$ cat src/design/lbm_pkg.sv
// Constants, types and register map for the local bus master interface
//
// Functional notes
// - Bus request rises only between bus cycles, never inside one.
// - Normally bus request drops before the grant input falls.
// - Grant lost while owning: request drops within 4 clocks word, 8 byte.
// - Grant input is synchronised; host drops grant after seeing request low.
// - Attention strobe synchronised, caught on falling edge, starts command fetch.
// - Upper byte enable low for 16-bit bus, high for 8-bit bus.
// - After reset the data bus is 8 bits wide.
// - While effective ready is low, wait states are inserted.
// - Effective ready is dedicated ready OR configurable ready; dedicated only maximum mode.
// - Configurable ready: synchronous as-is, asynchronous synchronises only its rising edge.
// - After reset the configurable ready is treated as asynchronous.
// - Status codes: 00 unused, 01 read, 10 write, 11 passive.
// - Status active through t2, passive from t3 and in wait states.
// - Each memory cycle starts by leaving the passive status code.
// - Status pulled high and floated after reset and when bus not owned.
// - Minimum mode read strobe low in t2, t3 and wait states of reads.
// - Read strobe pulled high and floated after reset and when not owning.
package lbm_pkg;
    // =========================================================
    // Register map (byte addresses)
    localparam logic [7:0] REG_CTRL = 8'h00;
    localparam logic [7:0] REG_CMD  = 8'h04;
    localparam logic [7:0] REG_STAT = 8'h08;
    localparam logic [7:0] REG_CYC  = 8'h0C;
    // Field positions
    localparam int CTRL_WIDE   = 0;
    localparam int CTRL_SYNC   = 1;
    localparam int CMD_GO      = 0;
    localparam int CMD_WRITE   = 1;
    localparam int CMD_CNT_LSB = 4;
    localparam int STAT_ATTN   = 2;
    // Values after reset: 8-bit bus, asynchronous ready
    localparam logic [1:0] CTRL_RST = 2'h0;
    // Forced release limits in clocks
    localparam int DROP_WORD_CLK = 4;
    localparam int DROP_BYTE_CLK = 8;
    // Cycle status codes {high, low}
    localparam logic [1:0] CODE_READ    = 2'h1;
    localparam logic [1:0] CODE_WRITE   = 2'h2;
    localparam logic [1:0] CODE_PASSIVE = 2'h3;
    // AXI responses
    localparam logic [1:0] RESP_OKAY   = 2'h0;
    localparam logic [1:0] RESP_SLVERR = 2'h2;
    // Synchroniser lanes
    localparam int PIN_GRANT = 0;
    localparam int PIN_ATTN  = 1;
    localparam int PIN_MODE  = 2;
    localparam int PIN_SYNC_READY_IN  = 3;
    localparam int PIN_ASYNC_READY_IN  = 4;
    localparam int PIN_CNT   = 5;

    typedef enum logic [2:0] {
        ST_IDLE, ST_REQ, ST_T1, ST_T2, ST_T3, ST_TW, ST_T4, ST_REL
    } lbm_state_t;
endpackage : lbm_pkg

$ cat src/design/lbm_sync_if.sv
// Carrier between the pin synchroniser and the bus master core
`timescale 1ns/1ps
interface lbm_sync_if #(parameter int W = 5);
    logic [W-1:0] raw;
    logic [W-1:0] synced;
    modport core (output raw, input synced);
    modport sync (input raw, output synced);
endinterface : lbm_sync_if

$ cat src/design/lbm_sync.sv
// Two-stage synchroniser for the asynchronous input pins
`timescale 1ns/1ps
module lbm_sync #(
    parameter int W = 5
) (
    input wire logic mclk,
    input wire logic reset,
    lbm_sync_if.sync pins
);
    logic [W-1:0] meta_q;
    logic [W-1:0] hold_q;

    // First stage feeds only the second
    always_ff @(posedge mclk or posedge reset) begin
        if (reset) begin
            meta_q <= '0;
            hold_q <= '0;
        end else begin
            meta_q <= pins.raw;
            hold_q <= meta_q;
        end
    end

    assign pins.synced = hold_q;
endmodule : lbm_sync

$ cat src/design/lbm_master.sv
// Local bus master core: hold/grant handshake, cycle sequencer, AXI4-Lite slave
//
// The AXI4-Lite register port and the register addresses were left to the implementer.
`timescale 1ns/1ps
module lbm_master
    import lbm_pkg::*;
(
    input  wire logic        mclk,
    input  wire logic        reset,
    // Local bus pins
    input  wire logic        bus_grant_in,
    input  wire logic        attention_strobe,
    input  wire logic        bus_mode_select,
    input  wire logic        sync_ready_in,
    input  wire logic        async_ready_in,
    output logic             bus_request,
    output logic             upper_byte_enable_n,
    output logic             upper_byte_enable_oe,
    output logic             cycle_status_high,
    output logic             cycle_status_low,
    output logic             cycle_status_oe,
    output logic             read_strobe_n,
    output logic             read_strobe_oe,
    // AXI4-Lite slave
    input  wire logic [7:0]  s_axi_awaddr,
    input  wire logic        s_axi_awvalid,
    output logic             s_axi_awready,
    input  wire logic [31:0] s_axi_wdata,
    input  wire logic [3:0]  s_axi_wstrb,
    input  wire logic        s_axi_wvalid,
    output logic             s_axi_wready,
    output logic [1:0]       s_axi_bresp,
    output logic             s_axi_bvalid,
    input  wire logic        s_axi_bready,
    input  wire logic [7:0]  s_axi_araddr,
    input  wire logic        s_axi_arvalid,
    output logic             s_axi_arready,
    output logic [31:0]      s_axi_rdata,
    output logic [1:0]       s_axi_rresp,
    output logic             s_axi_rvalid,
    input  wire logic        s_axi_rready
);

    // =========================================================
    // Pin synchronisation
    lbm_sync_if #(.W(PIN_CNT)) pins_if ();

    assign pins_if.raw = {async_ready_in, sync_ready_in, bus_mode_select,
                          attention_strobe, bus_grant_in};

    lbm_sync #(.W(PIN_CNT)) u_sync (
        .mclk  (mclk),
        .reset (reset),
        .pins  (pins_if.sync)
    );

    wire grant_s = pins_if.synced[PIN_GRANT];
    wire attn_s  = pins_if.synced[PIN_ATTN];
    wire min_s   = pins_if.synced[PIN_MODE];
    wire sync_ready_in_s  = pins_if.synced[PIN_SYNC_READY_IN];
    wire async_ready_in_s  = pins_if.synced[PIN_ASYNC_READY_IN];

    // =========================================================
    // Registers and state
    lbm_state_t  state_q, state_d;
    logic [1:0]  ctrl_q;
    logic        cmd_write_q;
    logic [3:0]  cmd_cnt_q;
    logic [3:0]  rem_q;
    logic        start_q;
    logic        attn_prev_q;
    logic        attn_pend_q;
    logic        async_ready_in_late_q;
    logic [15:0] cyc_q;

    // =========================================================
    // Effective ready
    // Extra stage delays only the rising edge; a falling edge stops at once
    always_ff @(posedge mclk or posedge reset) begin
        if (reset) async_ready_in_late_q <= 1'b0;
        else       async_ready_in_late_q <= async_ready_in_s;
    end

    wire cfg_rdy = ctrl_q[CTRL_SYNC] ? async_ready_in_s : (async_ready_in_s & async_ready_in_late_q);
    wire ded_rdy = ~min_s & sync_ready_in_s;
    wire rdy     = cfg_rdy | ded_rdy;

    // =========================================================
    // Attention strobe: caught on its falling edge
    wire attn_fall = attn_prev_q & ~attn_s;

    always_ff @(posedge mclk or posedge reset) begin
        if (reset) attn_prev_q <= 1'b0;
        else       attn_prev_q <= attn_s;
    end

    // =========================================================
    // AXI4-Lite write path and decode
    logic aw_rdy_q, b_vld_q, ar_rdy_q, r_vld_q;
    logic [1:0]  bresp_q, rresp_q;
    logic [31:0] rdata_q;

    wire wr_go    = s_axi_awvalid & s_axi_wvalid & ~aw_rdy_q & ~b_vld_q;
    wire wr_take  = aw_rdy_q;
    wire lane0    = s_axi_wstrb[0];
    wire wr_ctrl  = wr_take & (s_axi_awaddr == REG_CTRL) & lane0;
    wire wr_cmd   = wr_take & (s_axi_awaddr == REG_CMD) & lane0;
    wire wr_stat  = wr_take & (s_axi_awaddr == REG_STAT) & lane0;
    wire wr_map   = (s_axi_awaddr == REG_CTRL) | (s_axi_awaddr == REG_CMD)
                  | (s_axi_awaddr == REG_STAT) | (s_axi_awaddr == REG_CYC);
    wire cmd_go   = wr_cmd & s_axi_wdata[CMD_GO];
    wire attn_clr = wr_stat & s_axi_wdata[STAT_ATTN];

    // Address and data are taken together, one cycle after both are offered
    always_ff @(posedge mclk or posedge reset) begin
        if (reset) begin
            aw_rdy_q <= 1'b0;
            b_vld_q  <= 1'b0;
            bresp_q  <= RESP_OKAY;
        end else begin
            aw_rdy_q <= wr_go;
            if (wr_take) begin
                b_vld_q <= 1'b1;
                bresp_q <= wr_map ? RESP_OKAY : RESP_SLVERR;
            end else if (s_axi_bready) begin
                b_vld_q <= 1'b0;
            end
        end
    end

    // Control and command registers
    always_ff @(posedge mclk or posedge reset) begin
        if (reset) begin
            ctrl_q      <= CTRL_RST;
            cmd_write_q <= 1'b0;
            cmd_cnt_q   <= '0;
        end else begin
            if (wr_ctrl) ctrl_q <= s_axi_wdata[1:0];
            if (wr_cmd) begin
                cmd_write_q <= s_axi_wdata[CMD_WRITE];
                cmd_cnt_q   <= s_axi_wdata[CMD_CNT_LSB +: 4];
            end
        end
    end

    // Pending flags: a new event beats a clear in the same cycle
    always_ff @(posedge mclk or posedge reset) begin
        if (reset) begin
            attn_pend_q <= 1'b0;
            start_q     <= 1'b0;
        end else begin
            attn_pend_q <= attn_fall | (attn_pend_q & ~attn_clr);
            start_q     <= cmd_go | attn_fall | (start_q & (state_q != ST_IDLE));
        end
    end

    // =========================================================
    // AXI4-Lite read path
    wire rd_go = s_axi_arvalid & ~ar_rdy_q & ~r_vld_q;
    wire own_q;
    wire [31:0] stat_word = {27'h0, min_s, attn_pend_q,
                             (state_q != ST_IDLE), grant_s, own_q};
    wire rd_map = (s_axi_araddr == REG_CTRL) | (s_axi_araddr == REG_CMD)
                | (s_axi_araddr == REG_STAT) | (s_axi_araddr == REG_CYC);
    wire [31:0] rd_mux =
        (s_axi_araddr == REG_CTRL) ? {30'h0, ctrl_q} :
        (s_axi_araddr == REG_CMD)  ? {24'h0, cmd_cnt_q, 2'h0, cmd_write_q, 1'b0} :
        (s_axi_araddr == REG_STAT) ? stat_word :
        (s_axi_araddr == REG_CYC)  ? {16'h0, cyc_q} : 32'h0;

    always_ff @(posedge mclk or posedge reset) begin
        if (reset) begin
            ar_rdy_q <= 1'b0;
            r_vld_q  <= 1'b0;
            rdata_q  <= '0;
            rresp_q  <= RESP_OKAY;
        end else begin
            ar_rdy_q <= rd_go;
            if (ar_rdy_q) begin
                r_vld_q <= 1'b1;
                rdata_q <= rd_mux;
                rresp_q <= rd_map ? RESP_OKAY : RESP_SLVERR;
            end else if (s_axi_rready) begin
                r_vld_q <= 1'b0;
            end
        end
    end

    // =========================================================
    // Cycle sequencer
    wire in_cycle = (state_q == ST_T1) | (state_q == ST_T2) | (state_q == ST_T3)
                  | (state_q == ST_TW) | (state_q == ST_T4);
    wire more     = (rem_q != 4'h0);

    // Loss of grant abandons the cycle so the request drops next clock
    always_comb begin
        state_d = state_q;
        unique case (state_q)
            ST_IDLE: if (start_q) state_d = ST_REQ;
            ST_REQ:  if (grant_s) state_d = ST_T1;
            ST_T1:   state_d = grant_s ? ST_T2 : ST_REL;
            ST_T2:   state_d = grant_s ? ST_T3 : ST_REL;
            ST_T3:   state_d = !grant_s ? ST_REL : (rdy ? ST_T4 : ST_TW);
            ST_TW:   state_d = !grant_s ? ST_REL : (rdy ? ST_T4 : ST_TW);
            ST_T4:   state_d = (grant_s && more) ? ST_T1 : ST_REL;
            ST_REL:  if (!grant_s) state_d = ST_IDLE;
        endcase
    end

    always_ff @(posedge mclk or posedge reset) begin
        if (reset) begin
            state_q <= ST_IDLE;
            rem_q   <= '0;
            cyc_q   <= '0;
        end else begin
            state_q <= state_d;
            if (state_q == ST_IDLE) rem_q <= cmd_cnt_q;
            else if (state_q == ST_T4 && more) rem_q <= rem_q - 4'h1;
            if (state_q == ST_T4) cyc_q <= cyc_q + 16'h1;
        end
    end

    // =========================================================
    // Pin outputs, all from flip-flops
    logic req_q, ube_n_q, ube_oe_q, st_hi_q, st_lo_q, st_oe_q, rd_n_q, rd_oe_q;

    wire own_d   = (state_d == ST_T1) | (state_d == ST_T2) | (state_d == ST_T3)
                 | (state_d == ST_TW) | (state_d == ST_T4);
    wire req_d   = (state_d == ST_REQ) | own_d;
    wire code_on = (state_d == ST_T1) | (state_d == ST_T2);
    wire [1:0] code = cmd_write_q ? CODE_WRITE : CODE_READ;
    wire [1:0] st_d = code_on ? code : CODE_PASSIVE;
    wire rd_on   = ~cmd_write_q & ((state_d == ST_T2) | (state_d == ST_T3)
                 | (state_d == ST_TW));

    // Not owning: codes parked high and drivers released
    always_ff @(posedge mclk or posedge reset) begin
        if (reset) begin
            req_q    <= 1'b0;
            ube_n_q  <= 1'b1;
            ube_oe_q <= 1'b0;
            st_hi_q  <= 1'b1;
            st_lo_q  <= 1'b1;
            st_oe_q  <= 1'b0;
            rd_n_q   <= 1'b1;
            rd_oe_q  <= 1'b0;
        end else begin
            req_q    <= req_d;
            ube_n_q  <= ~ctrl_q[CTRL_WIDE];
            ube_oe_q <= own_d;
            st_hi_q  <= st_d[1];
            st_lo_q  <= st_d[0];
            st_oe_q  <= own_d & ~min_s;
            rd_n_q   <= ~(rd_on & min_s);
            rd_oe_q  <= own_d & min_s;
        end
    end

    assign own_q = st_oe_q | rd_oe_q;

    // =========================================================
    // Output drive
    assign bus_request          = req_q;
    assign upper_byte_enable_n  = ube_n_q;
    assign upper_byte_enable_oe = ube_oe_q;
    assign cycle_status_high    = st_hi_q;
    assign cycle_status_low     = st_lo_q;
    assign cycle_status_oe      = st_oe_q;
    assign read_strobe_n        = rd_n_q;
    assign read_strobe_oe       = rd_oe_q;
    assign s_axi_awready        = aw_rdy_q;
    assign s_axi_wready         = aw_rdy_q;
    assign s_axi_bvalid         = b_vld_q;
    assign s_axi_bresp          = bresp_q;
    assign s_axi_arready        = ar_rdy_q;
    assign s_axi_rvalid         = r_vld_q;
    assign s_axi_rdata          = rdata_q;
    assign s_axi_rresp          = rresp_q;
endmodule : lbm_master

$ cat config.mk
export PLATFORM = sky130hd
export DESIGN_NAME = lbm_master
export DESIGN_NICKNAME = d
export VERILOG_FILES = /design/src/design/lbm_pkg.sv /design/src/design/lbm_sync_if.sv /design/src/design/lbm_sync.sv /design/src/design/lbm_master.sv
export SDC_FILE = /design/constraint.sdc
export NUM_CORES = 1
export LEC_CHECK = 0
export BUFFER_PORTS_ARGS = -buffer_cell sky130_fd_sc_hd__buf_2
export CORE_UTILIZATION = 30
export DETAILED_ROUTE_END_ITERATION = 6
export HOLD_SLACK_MARGIN = 0.1
export PLACE_DENSITY_LB_ADDON = 0.2
export SETUP_SLACK_MARGIN = 0.05
export SYNTH_ARGS = -nofsm -noshare
export SYNTH_HDL_FRONTEND = slang
export SYNTH_HIERARCHICAL = 1
export SYNTH_SLANG_ARGS = --single-unit
$ cat constraint.sdc
create_clock -name mclk -period 6.3 [get_ports mclk]
set_input_delay 1.26 -clock mclk [delete_from_list [all_inputs] [get_ports mclk]]
set_output_delay 1.26 -clock mclk [all_outputs]
set_load 0.01 [all_outputs]
==> flow_summary_export.csv <==
group,metric,value,unit
place,gp_congestion,0.739,
timing,hold_ws,351,ps
finish,nFillCells,1054,
timing,worst_pin_slew,833,ps
worst_setup_path,arrival,2830,ps
pwr,p_int,0.966,mW
routing,viasPerCell,4.56,
pwr,p_clk_share,32.8,%
worst_setup_path,end_kind,"flop",
cts,cts_sinks,74,
cts,cts_tree,"built",
timing,slew_violations,0,
finish,antenna_cells,0,
cts,cts-hold-fix-buffers,0,
floorplanning,die_y,106,um
pwr,leakagePower,1.87,nW
cts,post-cts-setup-buffers,0,
cts,clkSlewWorstSetupHoldPaths,80,ps
finish,area_growth_syn_to_layout,19.0,%
cts,clock_insertion_delay_worst_skew,350,ps
timing,rsz0062_at_grt,"false",
timing,tns,0,ps
routing,drc,0,
finish,stdcell_count,485,
global_route,grt_max_degree,65,
cts,cts_root_buf,"clkbuf_8",
pwr,p_switching,0.423,mW
floorplanning,die_x,106,um
logic_synthesis,synth-main-ff-cell,"dfrtp_1",
finish,fin_nets,410,
logic_synthesis,avgSynthCellArea,11.8,um2
place,dp_cells,469,
logic_synthesis,yosysSeqAreaShare,56.8,%
routing,wirelength,6290,um
finish,fin_util,37.1,%
routing,antenna_left,0,
worst_setup_path,required,6590,ps
pwr,ir_worst_vdd,124,uV
routing,dr.pass1.iters,4,
global_route,grt_usage,11.9,%
global_route,antenna_found_initial,0,
pwr,p_comb_share,23.6,%
logic_synthesis,synth_area,3270,um2
timing,setup_viol,0,
floorplanning,start_util,31.2,%
logic_synthesis,synth_enable_flop_cells,0,
worst_setup_path,crit_buf_inv,1,
timing,fin_crit_sh,40.3,%
pwr,seqPwrFrac,43.6,%
min_path,hold_class,"reg2reg",
pwr,p_per_area,357,nW/um2
worst_setup_path,path_cells,"buf_2, or4_4, nor4_4, and3_1, a22o_1",
worst_setup_path,cp_top_family,"simple AND/OR/NAND/NOR gates",
routing,wire_per_inst,13.0,um
timing,slew_headroom,44.5,%
worst_setup_path,crit_type,"in2reg",
finish,drive_gt1_share,30.9,%
floorplanning,ios,113,
pwr,power,1.39,mW
finish,final_cell_mix,"dfrtp_1 (70), buf_2 (66), nand2_1 (20), conb_1 (18), nor2_1 (15)",
run,drv_cap,0,
cts,cts_resized,0,
logic_synthesis,synth_cells,276,
cts,clock_path_buffers,2,
timing,fmax,0.394,GHz
pwr,p_sw_share,30.5,%
worst_setup_path,slowest_delay,530,ps
global_route,grt_pass1_vias,2083,
finish,layout_commonest_cell,"dfrtp_1",
floorplanning,core,10500,um2
place,hpwl,4480,um
cts,numCtsBuffers,9,
status,status,"finished, final reports clean",
worst_setup_path,critPathMaxFanout,8,
worst_setup_path,start_kind,"input pin",
worst_setup_path,slowest_stage,"or4_4",
floorplanning,rows,37,
timing,skew,8.98,ps
global_route,grt_overflow,0,
routing,drt_iter0_drc,98,
timing,hold_violations,0,
floorplanning,dieArea,11300,um2
routing,via_count,2210,
global_route,grt_pass1_wl,10300,um
timing,min_period,2540,ps
logic_synthesis,ys_async_sr_fraction,100,%
cts,h-tree-depth,3,
logic_synthesis,ys_warn_count,6,
place,io_buffers,66,
logic_synthesis,yosysUniqueCellTypes,53,
logic_synthesis,ys_seq_elements,74,
through the flow:
step	area (um2)	setup WS, ps
2_1_floorplan	3330	3450
3_3_place_gp	3630	3420
3_5_place_dp	3630	3400
4_1_cts	3890	3760
5_1_grt	3890	3680
6_report	3890	3760
layout make-up:
| type | instances | area, um2 | area share [%] |
|---|---|---|---|
| clock buffers | 10 | 138 | 3.54 |
| clock inverters | 6 | 114 | 2.93 |
| inverters | 14 | 52.6 | 1.35 |
| multi-input cells | 178 | 1220 | 31.3 |
| flip-flops and latches | 74 | 1860 | 47.8 |
| well taps | 136 | 170 | 4.38 |
| repair buffers | 67 | 338 | 8.69 |
kinds of logic (layout without fill, tap and decap cells):
| logic type | after synthesis | count (layout) | synth area share, % |
|---|---|---|---|
| muxes | 14 | 14 | 5.02 |
| xor gates and xnor gates | 15 | 15 | 4.02 |
| buffers and inverters | 41 | 97 | 7.85 |
| AOI/OAI and AO/OA | 45 | 45 | 10.6 |
| and+or+nand+nor | 84 | 84 | 14.7 |
| adders and majority gates | 2 | 2 | 0.766 |
| DFF | 74 | 74 | 56.8 |
| other | 1 | 18 | 0.115 |
path summary, 6_finish.rpt:
check	start	end	slack, ps	depth (start not counted)
min reg2reg	u_sync/meta_q[1]	u_sync/pins.synced[1]	350	0
max in group asynchronous	reset	cyc_q[4]	4600	3
min in group asynchronous	reset	u_sync/meta_q[2]	880	2
max	s_axi_araddr[5]	s_axi_rdata[8]	3760	5
min	u_sync/meta_q[1]	u_sync/pins.synced[1]	350	0
max reg2reg	s_axi_arready	s_axi_rdata[8]	4170	4
state kept, by name, indices dropped and copies added, names as in the netlist, 2 cells and up:
name / count
cyc_q: 16
s_axi_rdata: 16
u_sync/pins.synced: 5
ctrl_q: 2
u_sync/meta_q: 5
cmd_cnt_q: 4
state_q: 3
rem_q: 4
cell usage after synthesis, types with 2 or more instances:
master     number  area share (%)
a31oi_1         2            0.38
mux2_2          9             3.1
buf_4          21             4.8
nand2b_1        3            0.57
and3_1          4            0.77
a21o_1          2            0.46
a21oi_1         6            0.92
o21ai_0         8             1.2
buf_6           3             1.0
o2bb2ai_1       5             1.3
nor3_2          2            0.61
xnor2_1         9             2.4
nand4_1         4            0.77
clkbuf_1        2            0.23
a22o_1         12             3.2
nor2_1         15             1.7
mux2i_1         4             1.2
nand4b_1        2            0.54
nor2b_1         2            0.38
nand3_1         9             1.4
xor2_1          6             1.6
nor3_1          8             1.2
inv_1          13             1.5
or3_1           3            0.57
dfrtp_1        70              54
dfstp_2         4             3.2
and2_1          2            0.38
nand2_1        20             2.3
ha_1            2            0.77
power by group through the flow:
stage	clock, mW	combinational, mW	sequential, mW
2_1_floorplan	0	0.280	0.599
3_3_place_gp	0	0.324	0.614
3_5_place_dp	0	0.330	0.614
4_1_cts	0.470	0.333	0.606
5_1_grt	0.488	0.370	0.617
6_report	0.455	0.328	0.606
metal layers:
layer | part of all wire [%] | wire length (um) | track usage (%) | up-vias
li1 | - | - | - | 1062
met2 | 44 | 2750 | 17.9 | 70
met1 | 49 | 3090 | 15.9 | 1068
met3 | 5.3 | 336 | 3.13 | 10
met4 | 1.7 | 107 | 5.65 | 0
met5 | 0 | 0 | 0 | -
worst register-to-register path, stage by stage, from the launching register on:
cell and delay (ps):
dfrtp_1 370, clkinv_1 470, nor4_4 650, and3_1 400
a22o_1 180
Power figures use the tool's default switching activity.
